### src/common/gpio_drive_regs.svh
// register offsets, field positions, reset values and codes of the pin block
// assumes: included by bare name from design files, definitions only
//
// Operation
// drive register 0x52: pin8 code bits 6-4, pin7 code bits 2-0
// drive register 0x53: pin10 code upper field, pin9 lower, reset zero
// drive code zero drives pin low and high, no keeper
// drive code one drives low and high and enables the bus keeper
// manual output register 0x58: bit n-1 sets pin n level
// manual output register 0x59: bit1 pin10, bit0 pin9, bits 7-2 reserved
// read-only register 0x5a reports pins one to eight input levels
// register 0x5b reports pin10 in bit1, pin9 in bit0
// drive and manual output registers reset to zero
// drive codes two to seven act as code zero
`ifndef GPIO_DRIVE_REGS_SVH
`define GPIO_DRIVE_REGS_SVH

`define DRIVE_PINS_7_8_OFS      8'h52
`define DRIVE_PINS_9_10_OFS     8'h53
`define MANUAL_PINS_1_8_OFS     8'h58
`define MANUAL_PINS_9_10_OFS    8'h59
`define SAMPLED_PINS_1_8_OFS    8'h5a
`define SAMPLED_PINS_9_10_OFS   8'h5b

`define REG_RESET_VALUE         8'h00
`define DRIVE_FIELD_MASK        8'h77
`define PAIR_FIELD_MASK         8'h03
`define HI_CODE_MSB             6
`define HI_CODE_LSB             4
`define LO_CODE_MSB             2
`define LO_CODE_LSB             0

`define CODE_PLAIN              3'h0
`define CODE_KEEPER             3'h1

`define PIN_COUNT               10
`define FIRST_CODED_PIN         6

`endif

### src/common/gpio_pkg.sv
// types shared by the pin block
// assumes: compiled before the design files
`default_nettype none
package gpio_pkg;

   typedef struct packed {
      logic       rd;
      logic       wr;
      logic [7:0] addr;
      logic [7:0] wdata;
   } reg_req_t;

   typedef struct packed {
      logic [9:0] level;
      logic [9:0] oe_n;
      logic [9:0] keeper;
   } pin_drive_t;

endpackage : gpio_pkg
`default_nettype wire

### src/hw/gpio_drive_and_manual_io.sv
// drive mode, manual output and sampled input logic for ten pins
// assumes: host control port decoded to byte requests on clock_i,
// pad cells turn level, enable and keeper into the pin wire
`timescale 1ns/10ps
`default_nettype none
`include "gpio_drive_regs.svh"

module gpio_drive_and_manual_io (
   // clock and reset
   input  wire logic              clock_i,
   input  wire logic              rst_n_i,
   // register port
   input  wire gpio_pkg::reg_req_t reg_req_i,
   output var  logic [7:0]        reg_rdata_o,
   output var  logic              reg_rvalid_o,
   // pin function select, high selects manual drive
   input  wire logic [9:0]        manual_sel_i,
   // pins
   input  wire logic [9:0]        pin_in_i,
   output var  logic [9:0]        pin_out_o,
   output var  logic [9:0]        pin_oe_n_o,
   output var  logic [9:0]        keeper_en_o
);

   logic [7:0]           drive_78;
   logic [7:0]           drive_910;
   logic [7:0]           manual_18;
   logic [7:0]           manual_910;
   logic [7:0]           next_drive_78;
   logic [7:0]           next_drive_910;
   logic [7:0]           next_manual_18;
   logic [7:0]           next_manual_910;
   logic [7:0]           rdata;
   logic [7:0]           next_rdata;
   logic                 rvalid;
   logic                 next_rvalid;
   logic [9:0]           pin_meta;
   logic [9:0]           pin_sync;
   logic [11:0]          codes;
   logic [9:0]           next_keeper;
   gpio_pkg::pin_drive_t drive;
   gpio_pkg::pin_drive_t next_drive;

   // register writes and reads
   always_comb begin
      next_drive_78   = drive_78;
      next_drive_910  = drive_910;
      next_manual_18  = manual_18;
      next_manual_910 = manual_910;
      if (reg_req_i.wr) begin
         case (reg_req_i.addr)
            `DRIVE_PINS_7_8_OFS: begin
               next_drive_78 = reg_req_i.wdata & `DRIVE_FIELD_MASK;
            end
            `DRIVE_PINS_9_10_OFS: begin
               next_drive_910 = reg_req_i.wdata & `DRIVE_FIELD_MASK;
            end
            `MANUAL_PINS_1_8_OFS: begin
               next_manual_18 = reg_req_i.wdata;
            end
            `MANUAL_PINS_9_10_OFS: begin
               next_manual_910 = reg_req_i.wdata & `PAIR_FIELD_MASK;
            end
            // sampled registers ignore writes
            default: begin
               next_manual_910 = manual_910;
            end
         endcase
      end
      next_rvalid = reg_req_i.rd;
      next_rdata  = `REG_RESET_VALUE;
      if (reg_req_i.rd) begin
         case (reg_req_i.addr)
            `DRIVE_PINS_7_8_OFS:    next_rdata = drive_78;
            `DRIVE_PINS_9_10_OFS:   next_rdata = drive_910;
            `MANUAL_PINS_1_8_OFS:   next_rdata = manual_18;
            `MANUAL_PINS_9_10_OFS:  next_rdata = manual_910;
            `SAMPLED_PINS_1_8_OFS:  next_rdata = pin_sync[7:0];
            `SAMPLED_PINS_9_10_OFS: begin
               next_rdata = {6'h00, pin_sync[9:8]};
            end
            default:                next_rdata = `REG_RESET_VALUE;
         endcase
      end
   end

   always_ff @(posedge clock_i) begin
      if (!rst_n_i) begin
         drive_78     <= `REG_RESET_VALUE;
         drive_910    <= `REG_RESET_VALUE;
         manual_18    <= `REG_RESET_VALUE;
         manual_910   <= `REG_RESET_VALUE;
         rdata        <= `REG_RESET_VALUE;
         rvalid       <= 1'b0;
      end else begin
         drive_78     <= next_drive_78;
         drive_910    <= next_drive_910;
         manual_18    <= next_manual_18;
         manual_910   <= next_manual_910;
         rdata        <= next_rdata;
         rvalid       <= next_rvalid;
      end
   end

   // two-flop input synchroniser
   always_ff @(posedge clock_i) begin
      if (!rst_n_i) begin
         pin_meta <= 10'h000;
         pin_sync <= 10'h000;
      end else begin
         pin_meta <= pin_in_i;
         pin_sync <= pin_meta;
      end
   end

   // drive codes of pins seven to ten, highest pin first
   assign codes = {drive_910[`HI_CODE_MSB:`HI_CODE_LSB],
                   drive_910[`LO_CODE_MSB:`LO_CODE_LSB],
                   drive_78[`HI_CODE_MSB:`HI_CODE_LSB],
                   drive_78[`LO_CODE_MSB:`LO_CODE_LSB]};

   // keeper per pin, only code one enables it
   genvar gi;
   generate
      for (gi = 0; gi < `PIN_COUNT; gi = gi + 1) begin : g_pin
         if (gi >= `FIRST_CODED_PIN) begin : g_coded
            assign next_keeper[gi] =
               (codes[3*(gi-`FIRST_CODED_PIN) +: 3] == `CODE_KEEPER);
         end else begin : g_plain
            assign next_keeper[gi] = 1'b0;
         end
      end
   endgenerate

   // pin drive, manual level in push-pull when selected
   always_comb begin
      next_drive.level  = {manual_910[1:0], manual_18};
      next_drive.oe_n   = ~manual_sel_i;
      next_drive.keeper = next_keeper;
   end

   always_ff @(posedge clock_i) begin
      if (!rst_n_i) begin
         drive.level  <= 10'h000;
         drive.oe_n   <= 10'h3ff;
         drive.keeper <= 10'h000;
      end else begin
         drive <= next_drive;
      end
   end

   assign pin_out_o    = drive.level;
   assign pin_oe_n_o   = drive.oe_n;
   assign keeper_en_o  = drive.keeper;
   assign reg_rdata_o  = rdata;
   assign reg_rvalid_o = rvalid;

   logic wr_d78;
   logic wr_d910;
   assign wr_d78  = reg_req_i.wr && reg_req_i.addr == `DRIVE_PINS_7_8_OFS;
   assign wr_d910 = reg_req_i.wr && reg_req_i.addr == `DRIVE_PINS_9_10_OFS;
endmodule : gpio_drive_and_manual_io
`default_nettype wire

### config.mk
export PLATFORM = sky130hd
export DESIGN_NAME = gpio_drive_and_manual_io
export DESIGN_NICKNAME = d
export VERILOG_FILES = /design/src/common/gpio_pkg.sv /design/src/hw/gpio_drive_and_manual_io.sv
export VERILOG_INCLUDE_DIRS = /design/src /design/src/common
export SDC_FILE = /design/constraint.sdc
export NUM_CORES = 1
export LEC_CHECK = 0
export BUFFER_PORTS_ARGS = -buffer_cell sky130_fd_sc_hd__buf_2
export CORE_MARGIN = 5
export CORE_UTILIZATION = 50
export CTS_BUF_LIST = sky130_fd_sc_hd__clkbuf_16
export CTS_CLUSTER_SIZE = 14
export DETAILED_ROUTE_END_ITERATION = 8
export PLACE_DENSITY = 0.83
export SYNTH_ARGS = -nofsm -noshare
export SYNTH_HDL_FRONTEND = slang
export SYNTH_SLANG_ARGS = --single-unit
### constraint.sdc
create_clock -name clock_i -period 1.6 [get_ports clock_i]
set_input_delay 0.08 -clock clock_i [delete_from_list [all_inputs] [get_ports clock_i]]
set_output_delay 0.08 -clock clock_i [all_outputs]
set_load 0.005 [all_outputs]
# Word-level counts from Yosys, hierarchy flattened
# Cells that the tools add are included.
# word_totals
inputBits	40
wordCells	29
out_inout_bits	39
register_bits	81
# op_classes
n_eq_ne	10
bitwise_logic	1
reduce_logical	5
n_mux	1
# op_table
op	count
== test 8 x 7 -> 1 bit (second input constant)	6
one-hot mux 8 bit (6 select lines)	1
== test 3 x 1 -> 1 bit (second input constant)	4
inverter 10 bit	1
AND reduction 2 bit	5

# Longest topological paths before layout
# Gate-level depths: netlist of run 1.
# logic_depth
ltp_word	2
mapped_depth	5
mapped_depth_nobuf	3

# Worst setup path before layout of run 1
# No wires, ideal clock.
# synth_timing
path_kind	input to register
from	input reg_req_i[15] in the netlist's numbering
to	register drive_78[0]
setup_ns	0.122
path_stages	4
path_buffers	1
arrival_ns	1.138
path_slack_ns	0.340
required_time_ns	1.478
cell_sequence	nand4bb_4 -> or4_1 -> buf_2 -> mux2i_1
# synth_via
elab_chain_len	2
# synth_lines
item	line	source
from (decl)	gpio_drive_and_manual_io.sv:13	input wire gpio_pkg::reg_req_t reg_req_i,
== test 8 x 7 -> 1 bit	gpio_drive_and_manual_io.sv:51	case (reg_req_i.addr)
AND reduction 2 bit (no source line)	-	
to (signal assigned)	gpio_drive_and_manual_io.sv:89	drive_78 <= `REG_RESET_VALUE;
to (signal assigned)	gpio_drive_and_manual_io.sv:96	drive_78 <= next_drive_78;
to (decl)	gpio_drive_and_manual_io.sv:25	logic [7:0] drive_78;
# No other way between the ends.
# A chain may end at the register's enable or synchronous reset.

# Worst setup path after layout of run 1
# layout_timing
from	input reg_req_i[17] in the netlist's numbering
to	register rdata[3] (netlist: reg_rdata_o[3])
# layout_via
elab_chain_len	1
# layout_lines
item	line	source
AND reduction 2 bit (no source line)	-	
to (signal assigned)	gpio_drive_and_manual_io.sv:93	rdata <= `REG_RESET_VALUE;
to (signal assigned)	gpio_drive_and_manual_io.sv:100	rdata <= next_rdata;
to (decl)	gpio_drive_and_manual_io.sv:33	logic [7:0] rdata;
# No other way between the ends.

==> results of run 1 <==
[final timing paths]
check	from	end	slack, ns	cells after the start
max	reg_req_i[17]	reg_rdata_o[3]$_SDFF_PN0_	0.36	6
min	reg_req_i[7]	manual_18[7]$_SDFFE_PN0P_	0.02	3
max reg2reg	drive_910[4]$_SDFFE_PN0P_	reg_rdata_o[4]$_SDFF_PN0_	0.71	3
min reg2reg	pin_meta[4]$_SDFF_PN0_	pin_sync[4]$_SDFF_PN0_	0.43	1
[critical path, stage by stage]
cell and delay [ns]:
dlygate4sd3_1 0.52, buf_2 0.12, o211ai_1 0.09, nor3_1 0.26, buf_4 0.19, nor3b_1 0.23
[per-stage QoR]
stage                     std cells  total power [mW]
after global placement          376              2.14
after CTS                       413              4.11
final                           413              4.10
after global routing            413              4.25
after detailed placement        376              2.14
after floorplan                 240              2.07
[cells by family after synthesis]
kind of cell    after synthesis  synth area share [%]
flops                        75                  58.4
compound gates                9                  2.34
simple gates                 83                  18.7
mux                          38                  14.8
other cells                   1                 0.146
buf+inv                      29                  5.60
[cell type report]
cell class	count	share of cell area (%)
flip-flops and latches	75	42.6
well taps	70	2.48
repair buffers	105	18.7
inverters	11	1.17
multi-input cells	136	26.7
clock buffers	9	6.38
clock inverters	7	1.95
[repair_timing]
item / 4_1_cts / 5_1_grt
gates resized for setup: 0 / 0
hold buffers: 21 / 0
hold endpoints to repair: 21 / 0
[registers in the layout, summed over array words and instances, names as in the netlist]
name          count
reg_rvalid_o      1
manual_910        2
manual_18         8
drive_910         6
drive_78          6
pin_out_o        10
keeper_en_o       4
pin_oe_n_o       10
pin_sync         10
reg_rdata_o       8
pin_meta         10
[synthesized netlist by cell type, types with 2 or more instances]
cell and n:
buf_2 4, and2_1 25, nand2_1 41, nor2_1 2, o22ai_1 6, nor4_4 2, mux2i_1 38, buf_4 6
inv_1 11, clkbuf_1 6, nand2b_1 3, dfxtp_1 75, nor4bb_1 4, o21a_1 2, nor3b_1 2
[power by group]
group | switching (mW) | leakage [nW] | total, mW | internal, mW
Combinational | 0.109 | 0.935 | 0.234 | 0.125
Sequential | 0.0100 | 0.612 | 1.92 | 1.91
Clock | 0.747 | 0.143 | 1.95 | 1.20
[routing by layer]
layer  global-route usage, %  vias up  part of all wire, %
met1                    21.5      901                   38
met5                       0        -                    0
met3                    7.35       11                  6.7
li1                        -      963                    -
met4                    8.47        0                  2.1
met2                    33.0       65                   53
==> impl_metrics.csv, run 1 <==
group,metric,value,unit
run_status,status,"completed",
die,rows,26,
timing,clock.fmax,803,MHz
critical_path,crit_path_end_kind,"flip-flop",
critical_path,path_max_fanout,5,
detailed_routing,wl,5.78,mm
timing,tightest_slew,0.519,ns
place,gp_congestion,0.782,
timing,fin_crit_sh,77.8,%
place,hpwl,3.71,mm
critical_path,cp.required,1.83,ns
logic_synthesis,synth_enable_flop_cells,0,
logic_synthesis,post_synth.cell_area_avg,10.9,sq um
logic_synthesis,yosysSeqAreaShare,58.4,%
cells_and_area,syn2layout_area_growth,37.3,%
cells_and_area,final_common_cell,"dfxtp_1",
timing,slew_headroom,65.1,%
clock_network,clk_pin_slew,0.05,ns
worst_hold_path,hold_path.class,"in -> reg",
cells_and_area,stdcell_area,3530,sq um
power,powerDensity,1160,nW/um^2
cells_and_area,final_nets,378,
logic_synthesis,synthArstFlopShare,0,%
logic_synthesis,synth_seq_cells,75,
clock_network,cts_buffers,9,
detailed_routing,vias_per_cell,4.70,
cells_and_area,diodes,0,
die,start_util,51.0,%
die,die_width,81.7,um
die,core,5040,sq um
job,cap_violations,0,
timing,whs,0.0234,ns
cells_and_area,n_fill_cell,363,
cells_and_area,ff_latch_area,1500,sq um
cells_and_area,final_cell_mix,"75 x dfxtp_1, 72 x buf_2, 41 x nand2_1",
logic_synthesis,synth_area_leaders,"dfxtp_1 58%, mux2i_1 15%, and2_1 6.1%, nand2_1 6.0%, buf_4 1.8%",
global_routing,grt_first_pass_wirelength,9.47,mm
power,p_leak,1.69,nW
global_routing,antenna_found_initial,0,
critical_path,cp-start-kind,"primary input",
clock_network,post_cts_buffers,0,
timing,finalSetupTns,0,ns
place,port_buffers,72,
critical_path,path_class,"in -> reg",
logic_synthesis,synth_area_leader_cell,"dfxtp_1",
detailed_routing,drt_iter0_drc,121,
detailed_routing,dr.pass1.iters,4,
logic_synthesis,ys_warn_count,0,
logic_synthesis,yosysTopAreaCellShare,58.4,%
cells_and_area,multi_input_area,943,sq um
clock_network,clk_latency,0.34,ns
clock_network,cts-root-buf,"clkbuf_16",
global_routing,grt_start_max_net_pins,32,
die,fp.dieH,81.7,um
clock_network,cts_buffer_depth,2,
logic_synthesis,netlist_area,2570,sq um
global_routing,overflow,0,
clock_network,cts.sinks,75,
global_routing,grt_use_total,19.3,%
logic_synthesis,yosysUniqueCellTypes,23,
timing,setup_viol,0,
die,die-area,6670,sq um
cells_and_area,fin_util,70.0,%
die,io_pins,79,
critical_path,arrival,1.48,ns
detailed_routing,route.detailed.drc,0,
clock_network,tritoncts,"yes",
detailed_routing,postRouteAntennaNets,0,
global_routing,grt_pass1_vias,1974,
timing,period_minus_slack,1.24,ns
detailed_routing,wl_per_cell,14.0,um
timing,finalMaxSlewViolations,0,
logic_synthesis,ys.flop_type,"dfxtp_1",
place,pre_cts_ws,0.185,ns
timing,finalWorstSetupSlack,0.355,ns
logic_synthesis,syn_inst,235,
detailed_routing,num_vias,1940,
cells_and_area,drive_gt1_share,29.7,%
timing,hold_viol,0,
timing,clock_skew,0.00948,ns
clock_network,cts_max_level,3,
timing,rsz0062_at_grt,"false",
place,placed_cell_area,3020,sq um
power,peakVddDrop,1.22,mV
Power figures use the tool's default switching activity.
==> run 2, diff against run 1 <==
==> constraint.sdc (replaced) <==
create_clock -name clock_i -period 1.26 [get_ports clock_i]
set_input_delay 0.063 -clock clock_i [delete_from_list [all_inputs] [get_ports clock_i]]
set_output_delay 0.063 -clock clock_i [all_outputs]
set_load 0.005 [all_outputs]
==> run 2 against run 1 <==
Register-to-register slack worse by 0.32 ns. Setup slack worse by 0.24 ns. Clock skew is 0.0044 ns lower. Critical endpoint unchanged. Power is 32% higher. Via count is 3.4% higher. Final cell count is 1.5% higher. Cell area is 2.0% higher. Non-clock buffer count is 6 higher. First-iteration DRC count is 30% lower. Combinational power is 34% higher. Count of clock-buffer cells in the layout stayed put. Critical path type unchanged. Critical path depth stayed put.
==> impl_metrics.csv, run 2 (synthesized netlist as in run 1, its figures left out) <==
group,metric,value,unit
critical_path,cp.required,1.49,ns
power,powerDensity,1510,nW/um^2
clock_network,clk_pin_slew,0.05,ns
clock_network,tritoncts,"yes",
cells_and_area,drive_gt1_share,30.7,%
cells_and_area,stdcell_area,3600,sq um
global_routing,overflow,0,
timing,hold_viol,0,
timing,clock.fmax,872,MHz
critical_path,path_max_fanout,8,
detailed_routing,drt_iter0_drc,85,
timing,finalSetupTns,0,ns
timing,setup_viol,0,
clock_network,post_cts_buffers,0,
global_routing,antenna_found_initial,0,
timing,clock_skew,0.00505,ns
clock_network,cts_max_level,3,
detailed_routing,postRouteAntennaNets,0,
clock_network,cts.sinks,75,
global_routing,grt_use_total,20.3,%
cells_and_area,diodes,0,
power,peakVddDrop,1.40,mV
detailed_routing,dr.pass1.iters,4,
die,start_util,51.0,%
cells_and_area,fin_util,71.4,%
clock_network,cts_buffers,9,
detailed_routing,route.detailed.drc,0,
cells_and_area,final_cell_mix,"75 x dfxtp_1, 72 x buf_2, 41 x nand2_1",
cells_and_area,final_nets,384,
critical_path,arrival,1.38,ns
timing,rsz0062_at_grt,"false",
job,cap_violations,0,
die,io_pins,79,
run_status,status,"completed",
global_routing,grt_first_pass_wirelength,9.73,mm
timing,period_minus_slack,1.15,ns
die,core,5040,sq um
worst_hold_path,hold_path.class,"in -> reg",
die,die_width,81.7,um
place,hpwl,3.90,mm
clock_network,clk_latency,0.33,ns
critical_path,path_class,"in -> reg",
detailed_routing,wl_per_cell,14.9,um
clock_network,cts_buffer_depth,2,
place,placed_cell_area,3060,sq um
global_routing,grt_pass1_vias,2080,
clock_network,post_cts_resize_count,0,
place,gp_congestion,0.833,
die,fp.dieH,81.7,um
clock_network,ctsHoldBuffers,22,
die,die-area,6670,sq um
critical_path,regToRegSetupSlack,0.39,ns
timing,finalWorstSetupSlack,0.113,ns
timing,finalMaxSlewViolations,0,
clock_network,cts-root-buf,"clkbuf_16",
power,p_leak,1.72,nW
detailed_routing,wl,6.23,mm
cells_and_area,final_common_cell,"dfxtp_1",
timing,fin_crit_sh,91.0,%
critical_path,crit_path_end_kind,"flip-flop",
detailed_routing,num_vias,2006,
critical_path,cp-start-kind,"primary input",
cells_and_area,syn2layout_area_growth,40.1,%
global_routing,grt_start_max_net_pins,35,
power,totalPowerFinal,5.43,mW
place,pre_cts_ws,-0.0781,ns
die,rows,26,
detailed_routing,vias_per_cell,4.79,
place,port_buffers,72,
## run 2: report_power, final
group / total (mW) / internal [mW] / leakage [nW] / switching, mW
Clock: 2.68 / 1.72 / 0.149 / 0.957
Combinational: 0.313 / 0.166 / 0.963 / 0.146
Sequential: 2.43 / 2.42 / 0.612 / 0.0120
## run 2: path summary, 6_finish.rpt
| kind | startpoint | to | cells past startpoint |
|---|---|---|---|
| min | reg_req_i[3] | manual_18[3]$_SDFFE_PN0P_ | 3 |
| max reg2reg | drive_910[1]$_SDFFE_PN0P_ | reg_rdata_o[1]$_SDFF_PN0_ | 3 |
| max | reg_req_i[17] | reg_rdata_o[3]$_SDFF_PN0_ | 6 |
| min reg2reg | pin_meta[4]$_SDFF_PN0_ | pin_sync[4]$_SDFF_PN0_ | 1 |
## run 2: critical path: stages
cell,delay [ns]
dlygate4sd3_1,0.53
buf_2,0.12
o211ai_1,0.09
nor3_1,0.13
buf_4,0.18
nor3b_1,0.26
## run 2: area by class of cell
| cell class | count | area [sq um] |
|---|---|---|
| flip-flops and latches | 75 | 1500 |
| multi-input cells | 136 | 943 |
| fillers | 357 | 1440 |
| well taps | 70 | 87.6 |
| clock inverters | 7 | 92.6 |
| inverters | 11 | 41.3 |
| repair buffers | 111 | 708 |
| clock buffers | 9 | 225 |
## run 2: through the flow
| step | cells | hold slack [ns] |
|---|---|---|
| 2_1_floorplan | 240 | 0.125 |
| 3_3_place_gp | 381 | 0.223 |
| 3_5_place_dp | 381 | 0.227 |
| 4_1_cts | 419 | 0.0334 |
| 5_1_grt | 419 | 0.0433 |
| 6_report | 419 | 0.0389 |
## run 2: per-layer routing
layer | routed length, um | share of wire [%] | GRT usage [%]
met5 | 0 | 0 | 0
met4 | 258 | 4.1 | 11.6
met3 | 371 | 6.0 | 7.24
met2 | 3280 | 53 | 34.9
met1 | 2330 | 37 | 21.4
==> run 3, diff against run 2 <==
==> constraint.sdc (replaced) <==
create_clock -name clock_i -period 1.26 [get_ports clock_i]
set_input_delay 0.126 -clock clock_i [delete_from_list [all_inputs] [get_ports clock_i]]
set_output_delay 0.126 -clock clock_i [all_outputs]
set_load 0.005 [all_outputs]
==> run 3 against run 2 <==
Critical path depth unchanged. Power is 3.6% lower. Count of clock-buffer cells in the layout stayed put. Combinational power is 3% lower. Sequential cell count unchanged. Hold slack worse by 0.023 ns. Sequential power barely moved. Largest cell class unchanged.
==> impl_metrics.csv, run 3 (synthesized netlist as in run 1, its figures left out) <==
group,metric,value,unit
run_status,status,"completed",
timing,hold_viol,0,
die,fp.dieH,81.7,um
clock_network,cts-root-buf,"clkbuf_16",
timing,clock_skew,0.00790,ns
power,p_clk_share,47.7,%
critical_path,ff2ff_path_depth,3,
detailed_routing,vias_per_cell,4.79,
place,hpwl,4.02,mm
worst_hold_path,whs_path_depth,2,
clock_network,cts_max_level,3,
critical_path,arrival,1.32,ns
critical_path,rr_endpoint,"reg_rdata_o[2]$_SDFF_PN0_",
power,p_leak,1.70,nW
die,rows,26,
detailed_routing,route.detailed.drc,0,
timing,setup_viol,0,
critical_path,crit_path_end_kind,"flip-flop",
timing,whs,0.0163,ns
critical_path,path_class,"in -> reg",
critical_path,cp.required,1.52,ns
power,power.switching,1.12,mW
detailed_routing,postRouteAntennaNets,0,
critical_path,regToRegSetupSlack,0.36,ns
timing,period_minus_slack,1.07,ns
cells_and_area,final_common_cell,"dfxtp_1",
worst_hold_path,min_from,"pin_in_i[3]",
timing,finalMaxSlewViolations,0,
cells_and_area,syn2layout_area_growth,38.1,%
worst_hold_path,hold_path.class,"in -> reg",
power,peakVddDrop,1.36,mV
critical_path,path_max_fanout,4,
clock_network,tritoncts,"yes",
global_routing,grt_pass1_vias,2001,
cells_and_area,drive_gt1_share,31.2,%
clock_network,clk_pin_slew,0.06,ns
power,powerDensity,1470,nW/um^2
critical_path,r2r-start,"drive_910[2]$_SDFFE_PN0P_",
place,port_buffers,72,
global_routing,grt_first_pass_wirelength,9.56,mm
timing,finalSetupTns,0,ns
place,gp_congestion,0.869,
clock_network,cts_buffers,9,
power,pwr-share-seq,46.5,%
die,core,5040,sq um
detailed_routing,wl,6.09,mm
detailed_routing,drt_iter0_drc,116,
power,p_int,4.11,mW
clock_network,post_cts_resize_count,0,
detailed_routing,dr.pass1.iters,4,
power,totalPowerFinal,5.23,mW
power,netSwitchingFraction,21.5,%
cells_and_area,final_cell_mix,"75 x dfxtp_1, 72 x buf_2, 41 x nand2_1",
die,die_width,81.7,um
worst_hold_path,hold_end,"pin_meta[3]$_SDFF_PN0_",
clock_network,cts.sinks,75,
die,start_util,51.0,%
global_routing,grt_use_total,19.6,%
die,io_pins,79,
global_routing,antenna_found_initial,0,
global_routing,grt_start_max_net_pins,36,
detailed_routing,wl_per_cell,14.6,um
die,die-area,6670,sq um
timing,rsz0062_at_grt,"false",
power,combPwrFrac,5.8,%
cells_and_area,n_fill_cell,358,
detailed_routing,num_vias,1993,
timing,clock.fmax,939,MHz
job,cap_violations,0,
clock_network,cts_buffer_depth,2,
critical_path,cp-start-kind,"primary input",
timing,fin_crit_sh,84.6,%
clock_network,clk_latency,0.33,ns
cells_and_area,final_nets,381,
global_routing,overflow,0,
cells_and_area,diodes,0,
==> run 3: how the worst max path moves through the flow <==
stage,depth (start not counted),to,slack (ns),startpoint
3_5_place_dp,6,drive_910[5]$_SDFFE_PN0P_,-0.14,reg_req_i[15]
5_1_grt,6,drive_910[6]$_SDFFE_PN0P_,0.15,reg_req_i[15]
2_1_floorplan,4,drive_78[0]$_SDFFE_PN0P_,-0.03,reg_req_i[15]
6_report,6,drive_910[5]$_SDFFE_PN0P_,0.19,reg_req_i[15]
4_1_cts,6,drive_910[5]$_SDFFE_PN0P_,0.20,reg_req_i[15]
3_3_place_gp,4,drive_78[1]$_SDFFE_PN0P_,-0.10,reg_req_i[15]
==> run 3: through the flow <==
stage               setup slack (ns)  instance area (sq um)  util (%)  std cells
global route                   0.147                   3550      70.4        416
CTS                            0.200                   3550      70.4        416
detailed placement            -0.142                   3070      60.8        381
finish                         0.195                   3550      70.4        416
floorplan                    -0.0322                   2610         -        240
global placement              -0.100                   3070      60.8        381
==> run 3: final cells by class <==
type / count / area (sq um) / share of cell area (%)
well taps: 70 / 87.6 / 2.47
inverters: 11 / 41.3 / 1.16
clock buffers: 9 / 225 / 6.35
repair buffers: 108 / 678 / 19.1
clock inverters: 7 / 67.6 / 1.90
multi-input cells: 136 / 947 / 26.7
flip-flops and latches: 75 / 1500 / 42.3
==> run 3: per-layer routing <==
layer,up-vias,global-route usage (%),wire [um],share of wire [%]
met3,13,5.92,317,5.2
met1,949,21.4,2360,39
met5,-,0,0,0
met4,0,11.3,144,2.4
li1,969,-,-,-
met2,62,33.8,3270,54
==> run 3: worst max-delay path: stages <==
cell and delay, ns:
buf_2 0.10, nand4bb_4 0.26, buf_4 0.18, nor4_4 0.28
buf_4 0.19, mux2i_1 0.20
==> run 3: timing repair <==
| item | CTS | global route |
|---|---|---|
| endpoints found under the hold margin | 19 | 0 |
| hold buffers | 19 | 0 |
| buffers inserted | 0 | 0 |
==> run 3: power groups by stage <==
stage / Clock, mW / Combinational (mW) / Sequential (mW)
2_1_floorplan: 0 / 0.140 / 2.49
4_1_cts: 2.53 / 0.298 / 2.43
6_report: 2.49 / 0.304 / 2.43
3_5_place_dp: 0 / 0.250 / 2.48
5_1_grt: 2.65 / 0.330 / 2.44
3_3_place_gp: 0 / 0.244 / 2.48
